**src/hdl/acl_consts.vh**
```
/*
 * Constants of the AC-link channel controller: register byte offsets,
 * field positions, slot geometry, channel codes and sample width codes.
 * Included by the controller, the monitor and the testbench; definitions only.
 */
`ifndef ACL_CONSTS_VH
`define ACL_CONSTS_VH

// ==================================================================
// register byte offsets
`define ACL_OFF_MODE        8'h08
`define ACL_OFF_IN_ASSIGN   8'h10
`define ACL_OFF_OUT_ASSIGN  8'h14
`define ACL_OFF_A_RX        8'h20
`define ACL_OFF_A_TX        8'h24
`define ACL_OFF_A_STAT      8'h28
`define ACL_OFF_A_MODE      8'h2C
`define ACL_OFF_B_RX        8'h30
`define ACL_OFF_B_TX        8'h34
`define ACL_OFF_B_STAT      8'h38
`define ACL_OFF_B_MODE      8'h3C
`define ACL_OFF_COD_RX      8'h40
`define ACL_OFF_COD_TX      8'h44
`define ACL_OFF_GSTAT       8'h50
`define ACL_OFF_IRQ_EN      8'h54
`define ACL_OFF_IRQ_DIS     8'h58
`define ACL_OFF_IRQ_MASK    8'h5C

// ==================================================================
// channel mode register fields
`define ACL_CM_SIZE_LO      0
`define ACL_CM_SIZE_HI      1
`define ACL_CM_ORDER        2
`define ACL_CM_ON           3
`define ACL_CM_IRQ          4
`define ACL_CM_RESET        5'h00

// sample width codes
`define ACL_SZ_20           2'h0
`define ACL_SZ_18           2'h1
`define ACL_SZ_16           2'h2
`define ACL_SZ_10           2'h3
`define ACL_MASK_20         20'hFFFFF
`define ACL_MASK_18         20'h3FFFF
`define ACL_MASK_16         20'h0FFFF
`define ACL_MASK_10         20'h003FF

// codec command register fields
`define ACL_CC_READ         23
`define ACL_CC_IDX_HI       22
`define ACL_CC_IDX_LO       16

// ==================================================================
// slot geometry
`define ACL_TAG_BITS        5'h10
`define ACL_SLOT_BITS       5'h14
`define ACL_LAST_SLOT       4'hC
`define ACL_CMD_SLOT        4'h1
`define ACL_DATA_SLOT       4'h2
`define ACL_FIRST_DSLOT     4'h3
`define ACL_TAG_MSB         4'hF
`define ACL_CODEC_ID        2'h0

// channel assignment codes, two bits per slot from slot 3 upward
`define ACL_CH_NONE         2'h0
`define ACL_CH_A            2'h1
`define ACL_CH_B            2'h2

// global status bit positions, shared by the mask registers
`define ACL_GS_COD_TX       0
`define ACL_GS_COD_RX       1
`define ACL_GS_EV_A         2
`define ACL_GS_EV_B         3
`endif

```
**src/hdl/acl_controller.v**
```verilog
/*
 * AC-link channel controller: codec control channel on slots 1 and 2,
 * data channels A and B on slots 3 to 12, tag generation, sample width
 * and byte order handling, status flags and masked interrupt.
 * Assumes bit_clk and sdata_in come from the codec, far slower than
 * sys_clk (at least four sys_clk periods per bit_clk half period),
 * and a register master on sys_clk using one-cycle strobes.
 */
// Implementation choices: the plain strobed port and the register addresses.
`timescale 1ns/100ps
`include "acl_consts.vh"

// Operation
// - codec channel alone uses slots 1 and 2 outgoing, slot 2 incoming
// - slots 3 to 12 go to channel A or B by input/output assignment
// - data slots may be unassigned; slots 0 to 2 never assignable
// - samples 10, 16, 18 or 20 bits wide, carried in 20-bit slots
// - only channel A has the DMA request/acknowledge ports
// - every slot shifted out most significant bit first
// - per data channel big-endian reordering when byte order bit set
// - transmit-ready set when holding moves to shift register
// - transmit-empty set when all requested words were shifted out
// - thirteen-slot frame, tag marks frame and slot validity
// - assigned slots valid only with pending data, else tag invalid
// - received slot goes to holding, sets ready; status read clears
// - unread holding overwritten by new data and overrun raised
// - unassigned incoming data slots captured nowhere
// - interrupt when status and mask agree; enable/disable set/clear mask
// - tag: frame bit, twelve slot bits, two codec id bits
// - slot 1: read/write bit, seven-bit index, reserved zeros
// - slot 2: data in bits 19 to 4, all zero for a read
module acl_controller (
    input  wire        sys_clk,
    input  wire        resetn,
    input  wire [7:0]  addr,
    input  wire [31:0] wr_data,
    input  wire        wr_strobe,
    input  wire        rd_strobe,
    output reg  [31:0] rd_data,
    input  wire        bit_clk,
    input  wire        sdata_in,
    output reg         ac_sync,
    output reg         sdata_out,
    output wire        irq,
    output wire        dma_tx_req,
    input  wire        dma_tx_wr,
    input  wire [31:0] dma_tx_data,
    output wire        dma_rx_req,
    input  wire        dma_rx_ack,
    output wire [31:0] dma_rx_data
);

    // ==============================================================
    // functions
    function [1:0] chan_of;
        input [19:0] asg;
        input [3:0]  s;
        reg   [4:0]  base;
        begin
            base = 5'h00;
            if (s < `ACL_FIRST_DSLOT || s > `ACL_LAST_SLOT) begin
                chan_of = `ACL_CH_NONE;
            end else begin
                base = {s - `ACL_FIRST_DSLOT, 1'b0};
                chan_of = asg[base +: 2];
            end
        end
    endfunction

    function [19:0] width_mask;
        input [1:0] sz;
        begin
            case (sz)
                `ACL_SZ_20: width_mask = `ACL_MASK_20;
                `ACL_SZ_18: width_mask = `ACL_MASK_18;
                `ACL_SZ_16: width_mask = `ACL_MASK_16;
                default:    width_mask = `ACL_MASK_10;
            endcase
        end
    endfunction

    function [19:0] fmt_tx;
        input [31:0] r;
        input [1:0]  sz;
        input        be;
        reg   [19:0] w;
        begin
            w = r[19:0];
            if (be) begin
                if (sz == `ACL_SZ_20 || sz == `ACL_SZ_18)
                    w = {r[11:8], r[23:16], r[31:24]};
                else
                    w = {4'h0, r[7:0], r[15:8]};
            end
            fmt_tx = w & width_mask(sz);
        end
    endfunction

    function [31:0] fmt_rx;
        input [19:0] w;
        input [1:0]  sz;
        input        be;
        reg   [19:0] d;
        begin
            d = w & width_mask(sz);
            if (!be)
                fmt_rx = {12'h000, d};
            else if (sz == `ACL_SZ_20 || sz == `ACL_SZ_18)
                fmt_rx = {d[7:0], d[15:8], 4'h0, d[19:16], 8'h00};
            else
                fmt_rx = {16'h0000, d[7:0], d[15:8]};
        end
    endfunction

    function [4:0] slot_len;
        input [3:0] s;
        begin
            slot_len = (s == 4'h0) ? `ACL_TAG_BITS : `ACL_SLOT_BITS;
        end
    endfunction

    // ==============================================================
    // state
    reg         function_on;
    reg  [19:0] input_slot_assignment;
    reg  [19:0] output_slot_assignment;
    reg  [4:0]  chan_mode_reg [0:1];
    reg  [31:0] thr           [0:1];
    reg  [31:0] shw           [0:1];
    reg  [31:0] rhr           [0:1];
    reg  [1:0]  thr_full;
    reg  [1:0]  sh_full;
    reg  [1:0]  sending;
    reg  [1:0]  receive_word_available;
    reg  [1:0]  receive_overwrite_flag;
    reg  [23:0] cod_cmd;
    reg         cod_pend;
    reg  [15:0] cod_rx;
    reg         cod_rx_rdy;
    reg  [3:0]  irq_mask_reg;
    reg  [2:0]  bclk_s;
    reg  [1:0]  din_s;
    reg  [3:0]  slot;
    reg  [4:0]  bis;
    reg  [3:0]  in_slot;
    reg  [4:0]  in_bis;
    reg  [19:0] out_sh;
    reg  [19:0] in_sh;
    reg  [15:0] tag_reg;
    reg  [15:0] in_tag;

    wire        rise = bclk_s[1] & ~bclk_s[2];
    wire        fall = ~bclk_s[1] & bclk_s[2];
    wire        din  = din_s[1];
    wire [1:0]  chon = {chan_mode_reg[1][`ACL_CM_ON], chan_mode_reg[0][`ACL_CM_ON]};
    wire [1:0]  transmit_holding_free = ~thr_full;
    wire [1:0]  transmit_all_shifted  = ~thr_full & ~sh_full & ~sending;
    wire [3:0]  stat_a = {receive_overwrite_flag[0], receive_word_available[0],
                          transmit_all_shifted[0], transmit_holding_free[0]};
    wire [3:0]  stat_b = {receive_overwrite_flag[1], receive_word_available[1],
                          transmit_all_shifted[1], transmit_holding_free[1]};
    wire [3:0]  global_status_reg = {chan_mode_reg[1][`ACL_CM_IRQ] & (|stat_b),
                                     chan_mode_reg[0][`ACL_CM_IRQ] & (|stat_a),
                                     cod_rx_rdy, ~cod_pend};
    wire        rd_stat_a = rd_strobe && addr == `ACL_OFF_A_STAT;
    wire        rd_stat_b = rd_strobe && addr == `ACL_OFF_B_STAT;
    wire        wr_tx_a   = (wr_strobe && addr == `ACL_OFF_A_TX) || dma_tx_wr;
    wire        wr_tx_b   = wr_strobe && addr == `ACL_OFF_B_TX;

    assign irq         = |(global_status_reg & irq_mask_reg);
    assign dma_tx_req  = chon[0] & ~thr_full[0];
    assign dma_rx_req  = receive_word_available[0];
    assign dma_rx_data = rhr[0];

    // ==============================================================
    // tag of the next frame and slot ownership
    reg  [15:0] next_tag;
    reg  [1:0]  next_cnt_a;
    reg  [1:0]  next_cnt_b;
    reg  [1:0]  avail_a;
    reg  [1:0]  avail_b;
    reg  [1:0]  own;
    reg  [1:0]  consume;
    reg  [19:0] next_word;
    integer     si;

    always @* begin
        avail_a = chon[0] ? {1'b0, thr_full[0]} + {1'b0, sh_full[0]} : 2'h0;
        avail_b = chon[1] ? {1'b0, thr_full[1]} + {1'b0, sh_full[1]} : 2'h0;
        next_cnt_a = 2'h0;
        next_cnt_b = 2'h0;
        next_tag = 16'h0000;
        next_tag[`ACL_TAG_MSB - `ACL_CMD_SLOT] = cod_pend;
        next_tag[`ACL_TAG_MSB - `ACL_DATA_SLOT] = cod_pend & ~cod_cmd[`ACL_CC_READ];
        for (si = `ACL_FIRST_DSLOT; si <= `ACL_LAST_SLOT; si = si + 1) begin
            own = chan_of(output_slot_assignment, si[3:0]);
            if (own == `ACL_CH_A && next_cnt_a < avail_a) begin
                next_tag[`ACL_TAG_MSB - si[3:0]] = 1'b1;
                next_cnt_a = next_cnt_a + 2'h1;
            end else if (own == `ACL_CH_B && next_cnt_b < avail_b) begin
                next_tag[`ACL_TAG_MSB - si[3:0]] = 1'b1;
                next_cnt_b = next_cnt_b + 2'h1;
            end
        end
        next_tag[`ACL_TAG_MSB] = |next_tag[14:3];
        next_tag[1:0] = `ACL_CODEC_ID;
        own = chan_of(output_slot_assignment, slot);
        consume[0] = bis == 5'h00 && tag_reg[`ACL_TAG_MSB - slot] && own == `ACL_CH_A;
        consume[1] = bis == 5'h00 && tag_reg[`ACL_TAG_MSB - slot] && own == `ACL_CH_B;
        case (slot)
            4'h0:           next_word = {next_tag, 4'h0};
            // codec slots follow the tag already sent, not a command queued after it
            `ACL_CMD_SLOT:  next_word = tag_reg[`ACL_TAG_MSB - `ACL_CMD_SLOT] ? {cod_cmd[`ACL_CC_READ],
                                cod_cmd[`ACL_CC_IDX_HI:`ACL_CC_IDX_LO], 12'h000} : 20'h00000;
            `ACL_DATA_SLOT: next_word = tag_reg[`ACL_TAG_MSB - `ACL_DATA_SLOT] ?
                                {cod_cmd[15:0], 4'h0} : 20'h00000;
            default: begin
                if (consume[0])
                    next_word = fmt_tx(shw[0], chan_mode_reg[0][`ACL_CM_SIZE_HI:`ACL_CM_SIZE_LO],
                                       chan_mode_reg[0][`ACL_CM_ORDER]);
                else if (consume[1])
                    next_word = fmt_tx(shw[1], chan_mode_reg[1][`ACL_CM_SIZE_HI:`ACL_CM_SIZE_LO],
                                       chan_mode_reg[1][`ACL_CM_ORDER]);
                else
                    next_word = 20'h00000;
            end
        endcase
    end

    // ==============================================================
    // registers, link and channel state
    wire [19:0] in_word = {in_sh[18:0], din};
    wire        in_last = in_bis == slot_len(in_slot) - 5'h01;
    wire        slot_go = rise && function_on && bis == 5'h00;
    integer     c;

    always @(posedge sys_clk or negedge resetn) begin
        if (!resetn) begin
            rd_data <= 32'h00000000;
            function_on <= 1'b0;
            input_slot_assignment <= 20'h00000;
            output_slot_assignment <= 20'h00000;
            for (c = 0; c < 2; c = c + 1) begin
                chan_mode_reg[c] <= `ACL_CM_RESET;
                thr[c] <= 32'h00000000;
                shw[c] <= 32'h00000000;
                rhr[c] <= 32'h00000000;
            end
            thr_full <= 2'h0;
            sh_full <= 2'h0;
            sending <= 2'h0;
            receive_word_available <= 2'h0;
            receive_overwrite_flag <= 2'h0;
            cod_cmd <= 24'h000000;
            cod_pend <= 1'b0;
            cod_rx <= 16'h0000;
            cod_rx_rdy <= 1'b0;
            irq_mask_reg <= 4'h0;
            bclk_s <= 3'h0;
            din_s <= 2'h0;
            slot <= 4'h0;
            bis <= 5'h00;
            in_slot <= 4'h0;
            in_bis <= 5'h00;
            out_sh <= 20'h00000;
            in_sh <= 20'h00000;
            tag_reg <= 16'h0000;
            in_tag <= 16'h0000;
            ac_sync <= 1'b0;
            sdata_out <= 1'b0;
        end else begin
            bclk_s <= {bclk_s[1:0], bit_clk};
            din_s <= {din_s[0], sdata_in};
            // register reads, data one cycle after the strobe
            if (rd_strobe) begin
                case (addr)
                    `ACL_OFF_MODE:       rd_data <= {31'h0, function_on};
                    `ACL_OFF_IN_ASSIGN:  rd_data <= {12'h000, input_slot_assignment};
                    `ACL_OFF_OUT_ASSIGN: rd_data <= {12'h000, output_slot_assignment};
                    `ACL_OFF_A_RX:       rd_data <= rhr[0];
                    `ACL_OFF_A_STAT:     rd_data <= {28'h0, stat_a};
                    `ACL_OFF_A_MODE:     rd_data <= {27'h0, chan_mode_reg[0]};
                    `ACL_OFF_B_RX:       rd_data <= rhr[1];
                    `ACL_OFF_B_STAT:     rd_data <= {28'h0, stat_b};
                    `ACL_OFF_B_MODE:     rd_data <= {27'h0, chan_mode_reg[1]};
                    `ACL_OFF_COD_RX:     rd_data <= {16'h0000, cod_rx};
                    `ACL_OFF_COD_TX:     rd_data <= {8'h00, cod_cmd};
                    `ACL_OFF_GSTAT:      rd_data <= {28'h0, global_status_reg};
                    `ACL_OFF_IRQ_MASK:   rd_data <= {28'h0, irq_mask_reg};
                    default:             rd_data <= 32'h00000000;
                endcase
            end
            // status reads clear receive flags; a capture below wins
            if (rd_stat_a || dma_rx_ack)
                receive_word_available[0] <= 1'b0;
            if (rd_stat_a)
                receive_overwrite_flag[0] <= 1'b0;
            if (rd_stat_b) begin
                receive_word_available[1] <= 1'b0;
                receive_overwrite_flag[1] <= 1'b0;
            end
            if (rd_strobe && addr == `ACL_OFF_COD_RX)
                cod_rx_rdy <= 1'b0;
            if (wr_strobe) begin
                case (addr)
                    `ACL_OFF_MODE:       function_on <= wr_data[0];
                    `ACL_OFF_IN_ASSIGN:  input_slot_assignment <= wr_data[19:0];
                    `ACL_OFF_OUT_ASSIGN: output_slot_assignment <= wr_data[19:0];
                    `ACL_OFF_A_MODE:     chan_mode_reg[0] <= wr_data[4:0];
                    `ACL_OFF_B_MODE:     chan_mode_reg[1] <= wr_data[4:0];
                    `ACL_OFF_IRQ_EN:     irq_mask_reg <= irq_mask_reg | wr_data[3:0];
                    `ACL_OFF_IRQ_DIS:    irq_mask_reg <= irq_mask_reg & ~wr_data[3:0];
                    default: ;
                endcase
            end
            // transmit path: holding to shift, slot consumption
            for (c = 0; c < 2; c = c + 1) begin
                if (slot_go && consume[c])
                    sh_full[c] <= 1'b0;
                else if (thr_full[c] && !sh_full[c]) begin
                    shw[c] <= thr[c];
                    sh_full[c] <= 1'b1;
                    thr_full[c] <= 1'b0;
                end
                if (slot_go)
                    sending[c] <= consume[c];
            end
            if (wr_tx_a) begin
                thr[0] <= dma_tx_wr ? dma_tx_data : wr_data;
                thr_full[0] <= 1'b1;
            end
            if (wr_tx_b) begin
                thr[1] <= wr_data;
                thr_full[1] <= 1'b1;
            end
            // only a command announced in this frame's tag has left
            if (slot_go && slot == `ACL_DATA_SLOT && tag_reg[`ACL_TAG_MSB - `ACL_CMD_SLOT])
                cod_pend <= 1'b0;
            if (wr_strobe && addr == `ACL_OFF_COD_TX) begin
                cod_cmd <= wr_data[23:0];
                cod_pend <= 1'b1;
            end
            // outgoing frame on bit clock rising edges
            if (!function_on) begin
                slot <= 4'h0;
                bis <= 5'h00;
                ac_sync <= 1'b0;
                sdata_out <= 1'b0;
            end else if (rise) begin
                if (bis == 5'h00) begin
                    sdata_out <= next_word[19];
                    out_sh <= {next_word[18:0], 1'b0};
                    if (slot == 4'h0)
                        tag_reg <= next_tag;
                end else begin
                    sdata_out <= out_sh[19];
                    out_sh <= {out_sh[18:0], 1'b0};
                end
                ac_sync <= slot == 4'h0;
                in_slot <= slot;
                in_bis <= bis;
                if (bis == slot_len(slot) - 5'h01) begin
                    bis <= 5'h00;
                    slot <= (slot == `ACL_LAST_SLOT) ? 4'h0 : slot + 4'h1;
                end else begin
                    bis <= bis + 5'h01;
                end
            end
            // incoming frame on bit clock falling edges
            if (function_on && fall) begin
                in_sh <= in_word;
                if (in_last) begin
                    if (in_slot == 4'h0)
                        in_tag <= in_word[15:0];
                    else if (in_slot == `ACL_DATA_SLOT && in_tag[`ACL_TAG_MSB - `ACL_DATA_SLOT]) begin
                        cod_rx <= in_word[19:4];
                        cod_rx_rdy <= 1'b1;
                    end
                    for (c = 0; c < 2; c = c + 1) begin
                        if (chon[c] && in_tag[`ACL_TAG_MSB - in_slot] &&
                            chan_of(input_slot_assignment, in_slot) == c[1:0] + 2'h1) begin
                            rhr[c] <= fmt_rx(in_word, chan_mode_reg[c][`ACL_CM_SIZE_HI:`ACL_CM_SIZE_LO],
                                             chan_mode_reg[c][`ACL_CM_ORDER]);
                            receive_word_available[c] <= 1'b1;
                            if (receive_word_available[c] && !(c == 0 ? (rd_stat_a || dma_rx_ack) : rd_stat_b))
                                receive_overwrite_flag[c] <= 1'b1;
                        end
                    end
                end
            end
        end
    end

endmodule

```
**config.mk**
```make
export PLATFORM = sky130hd
export DESIGN_NAME = acl_controller
export DESIGN_NICKNAME = d
export VERILOG_FILES = /design/src/hdl/acl_controller.v
export VERILOG_INCLUDE_DIRS = /design/src /design/src/hdl
export SDC_FILE = /design/constraint.sdc
export NUM_CORES = 1
export LEC_CHECK = 0
export BUFFER_PORTS_ARGS = -buffer_cell sky130_fd_sc_hd__buf_2
export CORE_MARGIN = 2
export CORE_UTILIZATION = 60
export CTS_CLUSTER_SIZE = 12
export DETAILED_ROUTE_END_ITERATION = 6
export GPL_ROUTABILITY_DRIVEN = 0
export PLACE_DENSITY_LB_ADDON = 0.2
export SLEW_MARGIN = 10
export SYNTH_ARGS = -nofsm -noshare
export SYNTH_HDL_FRONTEND = slang
export SYNTH_SLANG_ARGS = --single-unit
```
**constraint.sdc**
```tcl
create_clock -name sys_clk -period 14.6 [get_ports sys_clk]
set_input_delay 1.46 -clock sys_clk [delete_from_list [all_inputs] [get_ports sys_clk]]
set_output_delay 1.46 -clock sys_clk [all_outputs]
set_load 0.02 [all_outputs]
```
# Word level (Yosys, flattened, before mapping)

Cells that the tools add are included.

Bits in registers: 424
Latch bits: 0
Memory bits (writable): 0
ROM bits: 0
Bits of input ports: 80
Output and inout bits: 69
Logic and storage cells: 397
Memories: 0

Add/sub/neg operators: 26
Multiply operators: 0
Divide/modulo/power cells: 0
Magnitude comparators: 26
Equality and inequality tests: 55
Shift operators: 2
Muxes and demuxes: 137
Bitwise logic cells: 27
Reductions and logical operators: 88

Operators by type and width:

| operator              | number |
|---|---|
| $mux W20              | 25 |
| $pmux W32 S13         | 1 |
| $pmux W20 S3          | 3 |
| $mux W32              | 5 |
| $and A20 B20 Y20      | 4 |
| $mux W2               | 34 |
| $eq A8 B6 Y1 const B  | 8 |
| $mux W1               | 57 |
| $eq A8 B7 Y1 const B  | 6 |
| $logic_and A1 B1 Y1   | 45 |
| $shiftx A20 B6 Y2     | 2 |
| $lt A2 B2 Y1          | 18 |
| $add A2 B1 Y2 const B | 16 |
| $eq A2 B1 Y1 const B  | 14 |
| $eq A2 B2 Y1 const B  | 14 |
| $reduce_and A2 Y1     | 12 |
| $eq A8 B5 Y1 const B  | 2 |
| $mux W4               | 4 |
| $mux W5               | 3 |
| $reduce_bool A2 Y1    | 6 |
| $reduce_or A12 Y1     | 1 |
| $reduce_or A4 Y1      | 3 |
| $eq A5 B5 Y1          | 2 |
| $lt A4 B5 Y1 const B  | 2 |
| 33 further kinds      | 74 |

# Longest topological paths before layout

Gate-level depths: netlist of the first run.

Depth after elaboration: 47
Mapped depth: 54

# Worst setup path before layout of the first run

No wires, ideal clock.

Kind: register -> register
From: register thr_full[0]
To: register out_sh[8]
Arrival time: 10.293 ns
Data required time: 14.514 ns
Slack: 4.220 ns
Stages on the path, launching flop included: 54
Path buffers: 3
Clock period less this slack: 10.380 ns
Path through: dfrtp_1 -> inv_1 -> ha_1 -> nand2_1 -> clkbuf_1 -> nand2_1 -> nand2_1 -> inv_1 -> ha_1 -> ha_1 -> or3b_1 -> clkbuf_1 -> nor2_1 -> nor2_1 -> a21oi_1 -> ha_1 -> nor4b_1 -> nand2_1 -> [... 18 more ...] -> ha_1 -> or3b_2 -> nor2_1 -> nand2_1 -> a22oi_1 -> xor2_1 -> ha_1 -> nor2_1 -> nand2_1 -> or2_2 -> nor2b_1 -> nor2_1 -> a21oi_1 -> ha_1 -> nor3_1 -> a21oi_1 -> o211a_4 -> o221ai_2

Longest elaborated chain between the ends: 43

RTL lines:

| item                            | line                 | source |
|---|---|---|
| start, declared                 | acl_controller.v:131 | `reg [1:0] thr_full;` |
| start signal, assigned          | acl_controller.v:249 | `thr_full <= 2'h0;` |
| start signal, assigned by index | acl_controller.v:323 | `thr_full[c] <= 1'b0;` |
| start signal, assigned          | acl_controller.v:330 | `thr_full[0] <= 1'b1;` |
| $add A1 B1 Y2 (*)               | acl_controller.v:188 | `avail_a = chon[0] ? {1'b0, thr_full[0]} + {1'b0, sh_full[0]} : 2'h0;` |
| $mux W2 (*)                     | acl_controller.v:188 |  |
| $lt A1 B2 Y1                    | acl_controller.v:197 | `` if (own == `ACL_CH_A && next_cnt_a < avail_a) begin `` |
| $logic_and A1 B1 Y1             | acl_controller.v:197 |  |
| $mux W1                         | acl_controller.v:197 |  |
| $lt A2 B2 Y1                    | acl_controller.v:200 | `` end else if (own == `ACL_CH_B && next_cnt_b < avail_b) begin `` |
| $logic_and A1 B1 Y1             | acl_controller.v:200 |  |
| $mux W2                         | acl_controller.v:200 |  |
| [... 27 more ...]               | n/a                  |  |
| $mux W2                         | acl_controller.v:200 |  |
| $mux W2                         | acl_controller.v:197 |  |
| $lt A2 B2 Y1                    | acl_controller.v:200 |  |
| $logic_and A1 B1 Y1             | acl_controller.v:200 |  |
| $mux W1                         | acl_controller.v:200 |  |
| $mux W1 (*)                     | acl_controller.v:197 |  |
| $pmux W20 S3 (*)                | acl_controller.v:210 | `case (slot)` |
| $mux W20 (*)                    | acl_controller.v:350 | `if (bis == 5'h00) begin` |
| end signal, assigned            | acl_controller.v:352 | `out_sh <= {next_word[18:0], 1'b0};` |
| end signal, assigned            | acl_controller.v:357 | `out_sh <= {out_sh[18:0], 1'b0};` |
| end, declared                   | acl_controller.v:147 | `reg [19:0] out_sh;` |

Mark *: on every way between the ends. The rest lies on a longest branch, timed or not.
A chain may end at the register's enable or synchronous reset.

# Final worst setup path of the first run

Ends and elaborated chain as after synthesis.

==> metrics.csv, run 1 <==
stage,metric,value,unit
finish,sequential standard cell area,10600,um2
logic_synthesis,synth warn,0,
grt,vias in the first global route,17000,
timing,Slew Limit Fails,0,
clocking,postcts setup bufs,0,
timing,Final TNS setup,0,ps
timing,hold_ws,352,ps
job,Max Cap Violations,0,
worst_setup_path,"delay-heaviest family, CP",simple AND/OR/NAND/NOR gates,
die,core footprint,36300,um2
logic_synthesis,fraction of registers with async set/reset,100,%
timing,Final min period,11670,ps
clocking,CTS sink cnt,423,
pwr,Peak VDD IR,0.102,mV
worst_setup_path,Setup Crit Path Kind,reg -> reg,
worst_setup_path,crit-path max cell delay,540,ps
worst_setup_path,slowest CP cell,or3b_2,
clocking,# hold bufs at CTS,0,
die,Starting Density,60.4,%
die,Die H,195,um
clocking,CTS tree,done,
clocking,CTS root buffer,clkbuf_16,
pwr,Leak,11.2,nW
logic_synthesis,sequential share of the synthesized area,48.2,%
finish,Post-Layout Inst Area,24200,um2
worst_setup_path,crit end category,flip-flop,
logic_synthesis,Post-synth top flop,dfrtp_1,
logic_synthesis,cell taking the most area after synthesis,dfrtp_1,
worst_setup_path,Crit Path Max Fanout,16,
pwr,Pwr per Cell Area,104,nW/um2
timing,Worst Skew,28.2,ps
finish,top flop regs,"shw x64, thr x64",
clocking,post-CTS sizing,0,
drt,vias per cell,6.64,
worst_setup_path,CP Data Required Time,15090,ps
logic_synthesis,syn_area_per_cell,10.6,um2
worst_setup_path,Setup crit start kind,flip-flop,
finish,most frequent cells in the layout,"421 x dfrtp_1, 255 x nand2_1, 239 x mux2_2, 173 x o21ai_0, 147 x buf_2",
grt,largest net degree at the start of global routing,168,
logic_synthesis,Post-Syn Nets,2191,
die,die area,38100,um2
clocking,H-tree depth,2,
status,run status,completed,
logic_synthesis,number of synthesized flops with an enable pin,0,
clocking,cts bufs inserted,45,
clocking,clk slew on worst S/H paths,60,ps
die,std cell rows,70,
finish,share of cells above drive strength 1,24.6,%
grt,first-pass GRT wire length,101,mm
logic_synthesis,Mapped Cells,2078,
placement,IO buf count,148,
drt,DR DRC count,0,
worst_setup_path,critical path depth in cells,50,
drt,via count,17400,
finish,"commonest non-fill, non-tap cell in the layout",dfrtp_1,
logic_synthesis,#FFs+latches synth,423,
clocking,clk_lat worst skew,580,ps
logic_synthesis,share of the synthesized area in the top cell type,48.2,%
worst_hold_path,Min-Delay Path Depth,0,
worst_setup_path,critical path's most frequent cell,ha_1,
timing,Fin. Hold Viols,0,
drt,Post-Route WL,65.6,mm
logic_synthesis,Yosys cell types,79,
logic_synthesis,Synth area leaders,"dfrtp_1 48%, mux2_2 12%, mux2i_1 4.6%, nand2_1 4.4%, o21ai_0 3.9%",
drt,post-DR wirelength/cell,25.0,um
worst_hold_path,min-delay worst type,reg -> reg,
grt,grt total ovfl,0,
die,Top Ports,149,
clocking,Max Root-Sink Buffers,3,
worst_setup_path,worst r2r path cells,50,
drt,initial DRC count,2136,
finish,P&R area growth vs syn,10.2,%
timing,f_max,85.7,MHz
timing,slew of the pin with the lowest slew margin,1260,ps
timing,final setup fails,0,
worst_setup_path,Critical Path AT,12160,ps
finish,nets,2235,
grt,initial antenna violation count,1,
timing,final period utilization,79.9,%
logic_synthesis,Post-Synthesis Cell Area,22000,um2
die,Chip Width,195,um
finish,FILL cells,2812,
drt,Final ANT Viol Nets,0,
timing,Worst slew margin,15.5,%
placement,Placed Area,22700,um2
worst_setup_path,WP buf/inv,2,
placement,Post-DP HPWL,46.0,mm
grt,gr usage total,34.7,%
drt,Pre-antenna DRT Iters,6,
finish,multi-input logic area,10400,um2
timing,RSZ-0062 raised after global routing,false,
routing by layer:
metal,routed length [um],GRT usage (%),vias up
li1,-,-,7617
met1,27000,49.0,8704
met2,29400,53.1,909
met3,5930,5.79,194
met4,3360,15.7,0
met5,0,0,-
Yosys cell counts, drive strengths merged (3+ instances only):
master	n
a222oi	32
nand3b	7
nand2	255
o31a	3
o21a	6
or2	5
nor2b	41
clkbuf	114
inv	52
a221oi	20
a21oi	85
a22o	7
nor2	85
nor4b	5
and3	10
nor3	24
and2	8
a21boi	3
o221ai	3
o22ai	33
a211o	3
nor3b	9
mux4	16
o211ai	16
a41oi	5
nand3	23
a21o	14
xor2	12
nand4	6
a22oi	45
or3b	7
a221o	4
o31ai	10
buf	63
o311a	4
o21ai	176
nand2b	13
nor4	9
mux2i	102
mux2	240
a211oi	8
dfrtp	423
ha	33
xnor2	8
a31oi	5
through the flow:
stage	worst slack (ps)	utilization (%)	std cells	power [mW]
6_report	2930	66.6	2624	2.51
3_5_place_dp	3260	62.6	2543	1.41
4_1_cts	3140	66.5	2622	2.51
5_1_grt	2270	66.5	2622	2.58
3_3_place_gp	3770	62.6	2543	1.40
2_1_floorplan	4220	-	2078	1.33
final timing paths:
| path | startpoint | endpoint | slack (ps) |
|---|---|---|---|
| worst max register to register | thr_full[0] | out_sh[8] | 2930 |
| worst max-delay path | thr_full[0] | out_sh[8] | 2930 |
| worst min-delay path | din_s[0] | din_s[1] | 350 |
| min in group asynchronous | resetn | rd_data[7] | 910 |
| max in group asynchronous | resetn | thr[46] | 11240 |
| worst min register to register | din_s[0] | din_s[1] | 350 |
power by group:
part	internal [mW]	leakage, nW	total, mW	switching, mW
clock	0.641	0.711	1.11	0.474
sequential	1.21	5.75	1.25	0.0398
combinational	0.0546	4.70	0.146	0.0915
worst register-to-register path: cells and delay by family, from the launching register on:
kind	cells	cell delay, ps
buf+inv	2	170
xor+xnor	5	710
flops	1	420
fa+ha+maj	10	2420
simple gates	24	6240
compound gates	9	1620
cell families (layout without fill, tap and decap cells):
family,after synthesis,count (layout),share of synthesized area [%]
simple gates,519,519,11.1
compound gates,494,494,14.8
flops,423,423,48.2
mux,358,358,18.7
buf+inv,230,306,4.53
fa+ha+maj,34,34,1.93
xor+xnor,20,20,0.798
other cells,0,2,0
final cells by class:
| class | count | area share [%] |
|---|---|---|
| timing repair buffer | 174 | 3.96 |
| multi-input combinational | 1425 | 43.0 |
| clock buffer | 71 | 5.64 |
| antenna | 2 | 0.0207 |
| sequential | 423 | 43.8 |
| clock inverter | 8 | 0.315 |
| inverter | 53 | 0.843 |
| tap | 468 | 2.42 |
(Power assumes the default switching activity.)
==> inputs of run 2 (changes only) <==
--- a/config.mk
+++ b/config.mk
@@ -6,6 +6,7 @@
 export SDC_FILE = /design/constraint.sdc
 export NUM_CORES = 1
 export LEC_CHECK = 0
+export ABC_AREA = 1
 export BUFFER_PORTS_ARGS = -buffer_cell sky130_fd_sc_hd__buf_2
 export CORE_MARGIN = 2
 export CORE_UTILIZATION = 60
==> constraint.sdc (replaced) <==
create_clock -name sys_clk -period 11.3 [get_ports sys_clk]
set_input_delay 1.13 -clock sys_clk [delete_from_list [all_inputs] [get_ports sys_clk]]
set_output_delay 1.13 -clock sys_clk [all_outputs]
set_load 0.02 [all_outputs]
==> run 2 against run 1 <==
  * Clock-buffer cell count shrank 4
  * First-iteration DRC count grew 27%
  * Global-route usage grew 4.7 points
  * Largest power group unchanged
  * Critical endpoint unchanged
==> metrics.csv, run 2 <==
stage,metric,value,unit
logic_synthesis,Yosys cell types,50,
logic_synthesis,Simple-Gate Fraction of Synth Area,18.8,%
finish,non-filler instance count after layout,3164,
clocking,CTS root buffer,clkbuf_16,
logic_synthesis,share of the synthesized area in the top cell type,49.8,%
grt,initial antenna violation count,2,
clocking,Max Root-Sink Buffers,3,
timing,f_max,115,MHz
timing,Worst Skew,18.1,ps
logic_synthesis,cell taking the most area after synthesis,dfrtp_1,
logic_synthesis,most common cell in the synthesized netlist,nand2_1,
drt,Final ANT Viol Nets,0,
drt,vias per cell,6.32,
clocking,cts bufs inserted,44,
drt,post-DR wirelength/cell,22.6,um
drt,Post-Route WL,71.4,mm
drt,via count,20000,
logic_synthesis,Post-synth top flop,dfrtp_1,
worst_setup_path,crit end category,flip-flop,
finish,nets,2797,
clocking,CTS sink cnt,423,
logic_synthesis,synth warn,0,
clocking,CTS tree,done,
logic_synthesis,number of synthesized flops with an enable pin,0,
grt,grt total ovfl,0,
worst_setup_path,slowest CP cell,dfrtp_1,
clocking,postcts setup bufs,0,
die,std cell rows,68,
finish,FILL cells,2900,
timing,fin worst setup slack,2610,ps
pwr,Leak,11.4,nW
clocking,# hold bufs at CTS,0,
worst_hold_path,min-delay worst type,reg -> reg,
logic_synthesis,Synth area leaders,"dfrtp_1 50%, nand2_1 13%, o21ai_0 8.0%, inv_1 5.2%, nand3_1 2.2%",
clocking,clk slew on worst S/H paths,60,ps
placement,Post-DP HPWL,52.1,mm
logic_synthesis,syn_area_per_cell,8.10,um2
logic_synthesis,post-synthesis mux area share,0.854,%
logic_synthesis,Synth top cells by count,"715 x nand2_1, 423 x dfrtp_1, 340 x o21ai_0, 296 x inv_1, 120 x clkbuf_1",
worst_setup_path,crit-path max cell delay,440,ps
timing,final setup fails,0,
timing,Slew Limit Fails,0,
drt,Pre-antenna DRT Iters,6,
pwr,Peak VDD IR,0.107,mV
logic_synthesis,Mapped Cells,2624,
drt,initial DRC count,2715,
die,core footprint,34700,um2
worst_setup_path,Setup crit start kind,flip-flop,
timing,Worst slew margin,21.4,%
logic_synthesis,post-synthesis compound-gate area fraction,19.0,%
job,Max Cap Violations,0,
timing,Fin. Hold Viols,0,
timing,slew of the pin with the lowest slew margin,1180,ps
finish,share of cells above drive strength 1,10.4,%
logic_synthesis,Post-Syn Nets,2737,
logic_synthesis,Adder-Cell Fraction of Synth Area,1.94,%
worst_setup_path,critical path's most frequent cell,nand2_1,
status,run status,completed,
logic_synthesis,Post-Synthesis Cell Area,21300,um2
logic_synthesis,sequential share of the synthesized area,49.8,%
logic_synthesis,Post-Synth XOR/XNOR Area,0.783,%
timing,Final min period,8690,ps
die,Top Ports,149,
logic_synthesis,fraction of registers with async set/reset,100,%
worst_setup_path,Critical Path AT,9210,ps
logic_synthesis,#FFs+latches synth,423,
worst_setup_path,CP Data Required Time,11820,ps
timing,final period utilization,76.9,%
grt,first-pass GRT wire length,109,mm
worst_setup_path,Crit Path Max Fanout,5,
finish,top flop regs,"shw x64, thr x64",
die,Chip Width,192,um
die,Die H,192,um
drt,DR DRC count,0,
placement,DP Worst Slack,2890,ps
clocking,H-tree depth,2,
timing,Final TNS setup,0,ps
clocking,clk_lat worst skew,580,ps
placement,Placed Cells incl. Taps,3093,
logic_synthesis,largest family of logic cells by synthesized area,compound AO/OA/AOI/OAI gates,
grt,vias in the first global route,18900,
finish,most frequent cells in the layout,"713 x nand2_1, 423 x dfrtp_1, 340 x o21ai_0, 296 x inv_1, 147 x buf_2",
die,die area,36900,um2
finish,Antenna diodes,0,
pwr,Pwr per Cell Area,144,nW/um2
die,Starting Density,61.2,%
worst_setup_path,Setup Crit Path Kind,reg -> reg,
finish,P&R area growth vs syn,10.0,%
grt,gr usage total,39.4,%
timing,RSZ-0062 raised after global routing,false,
placement,IO buf count,148,
grt,largest net degree at the start of global routing,132,
finish,"commonest non-fill, non-tap cell in the layout",nand2_1,
clocking,post-CTS sizing,0,
run 2: worst max-delay path, delay by kind of cell (launching register included):
family / cells / cell delay [ps]
flops: 1 / 440
xor+xnor: 6 / 820
fa+ha+maj: 9 / 1890
buf+inv: 6 / 510
simple gates: 32 / 4590
compound gates: 2 / 380
run 2: power breakdown:
part / total, mW / internal, mW / leakage (nW) / switching, mW
combinational: 0.352 / 0.105 / 5.23 / 0.247
clock: 1.38 / 0.778 / 0.644 / 0.598
sequential: 1.65 / 1.59 / 5.52 / 0.0581
total: 3.38 / 2.47 / 11.4 / 0.903
run 2: cell families after synthesis:
logic type               after synthesis
multiplexers                          17
flip-flops                           423
adder cells (fa/ha/maj)               33
buffers and inverters                469
AO/OA/AOI/OAI                        676
AND/OR/NAND/NOR                      987
XOR/XNOR                              19
run 2: final cells by class:
| type | instances | area (um2) | share of cell area (%) |
|---|---|---|---|
| sequential | 423 | 10600 | 45.3 |
| multi-input combinational | 1732 | 8800 | 37.6 |
| clock buffer | 67 | 1290 | 5.51 |
| inverter | 307 | 1150 | 4.93 |
| timing repair buffer | 176 | 961 | 4.11 |
| tap | 455 | 569 | 2.43 |
| clock inverter | 4 | 23.8 | 0.102 |
run 2: per-stage QoR:
step	utilization (%)	area [um2]	hold WS, ps	total power, mW
floorplan	-	21300	331	1.86
global placement	63.6	22100	334	2.00
detailed placement	63.6	22100	335	2.01
CTS	67.4	23400	347	3.36
global route	67.4	23400	354	3.48
finish	67.4	23400	347	3.38
run 2: layer usage:
metal	part of all wire [%]	track usage [%]
met1	38	53.4
met2	42	55.9
met3	13	11.8
met4	6.5	23.4
met5	0.035	0
run 2: worst paths after layout:
check | from | endpoint | slack [ps] | cells past startpoint
min in group asynchronous | resetn | rd_data[26] | 610 | 1
setup / recovery | thr_full[1] | out_sh[8] | 2610 | 55
max in group asynchronous | resetn | thr[29] | 8030 | 3
hold reg to reg | din_s[0] | din_s[1] | 350 | 0
hold / removal | din_s[0] | din_s[1] | 350 | 0
setup reg to reg | thr_full[1] | out_sh[8] | 2610 | 55
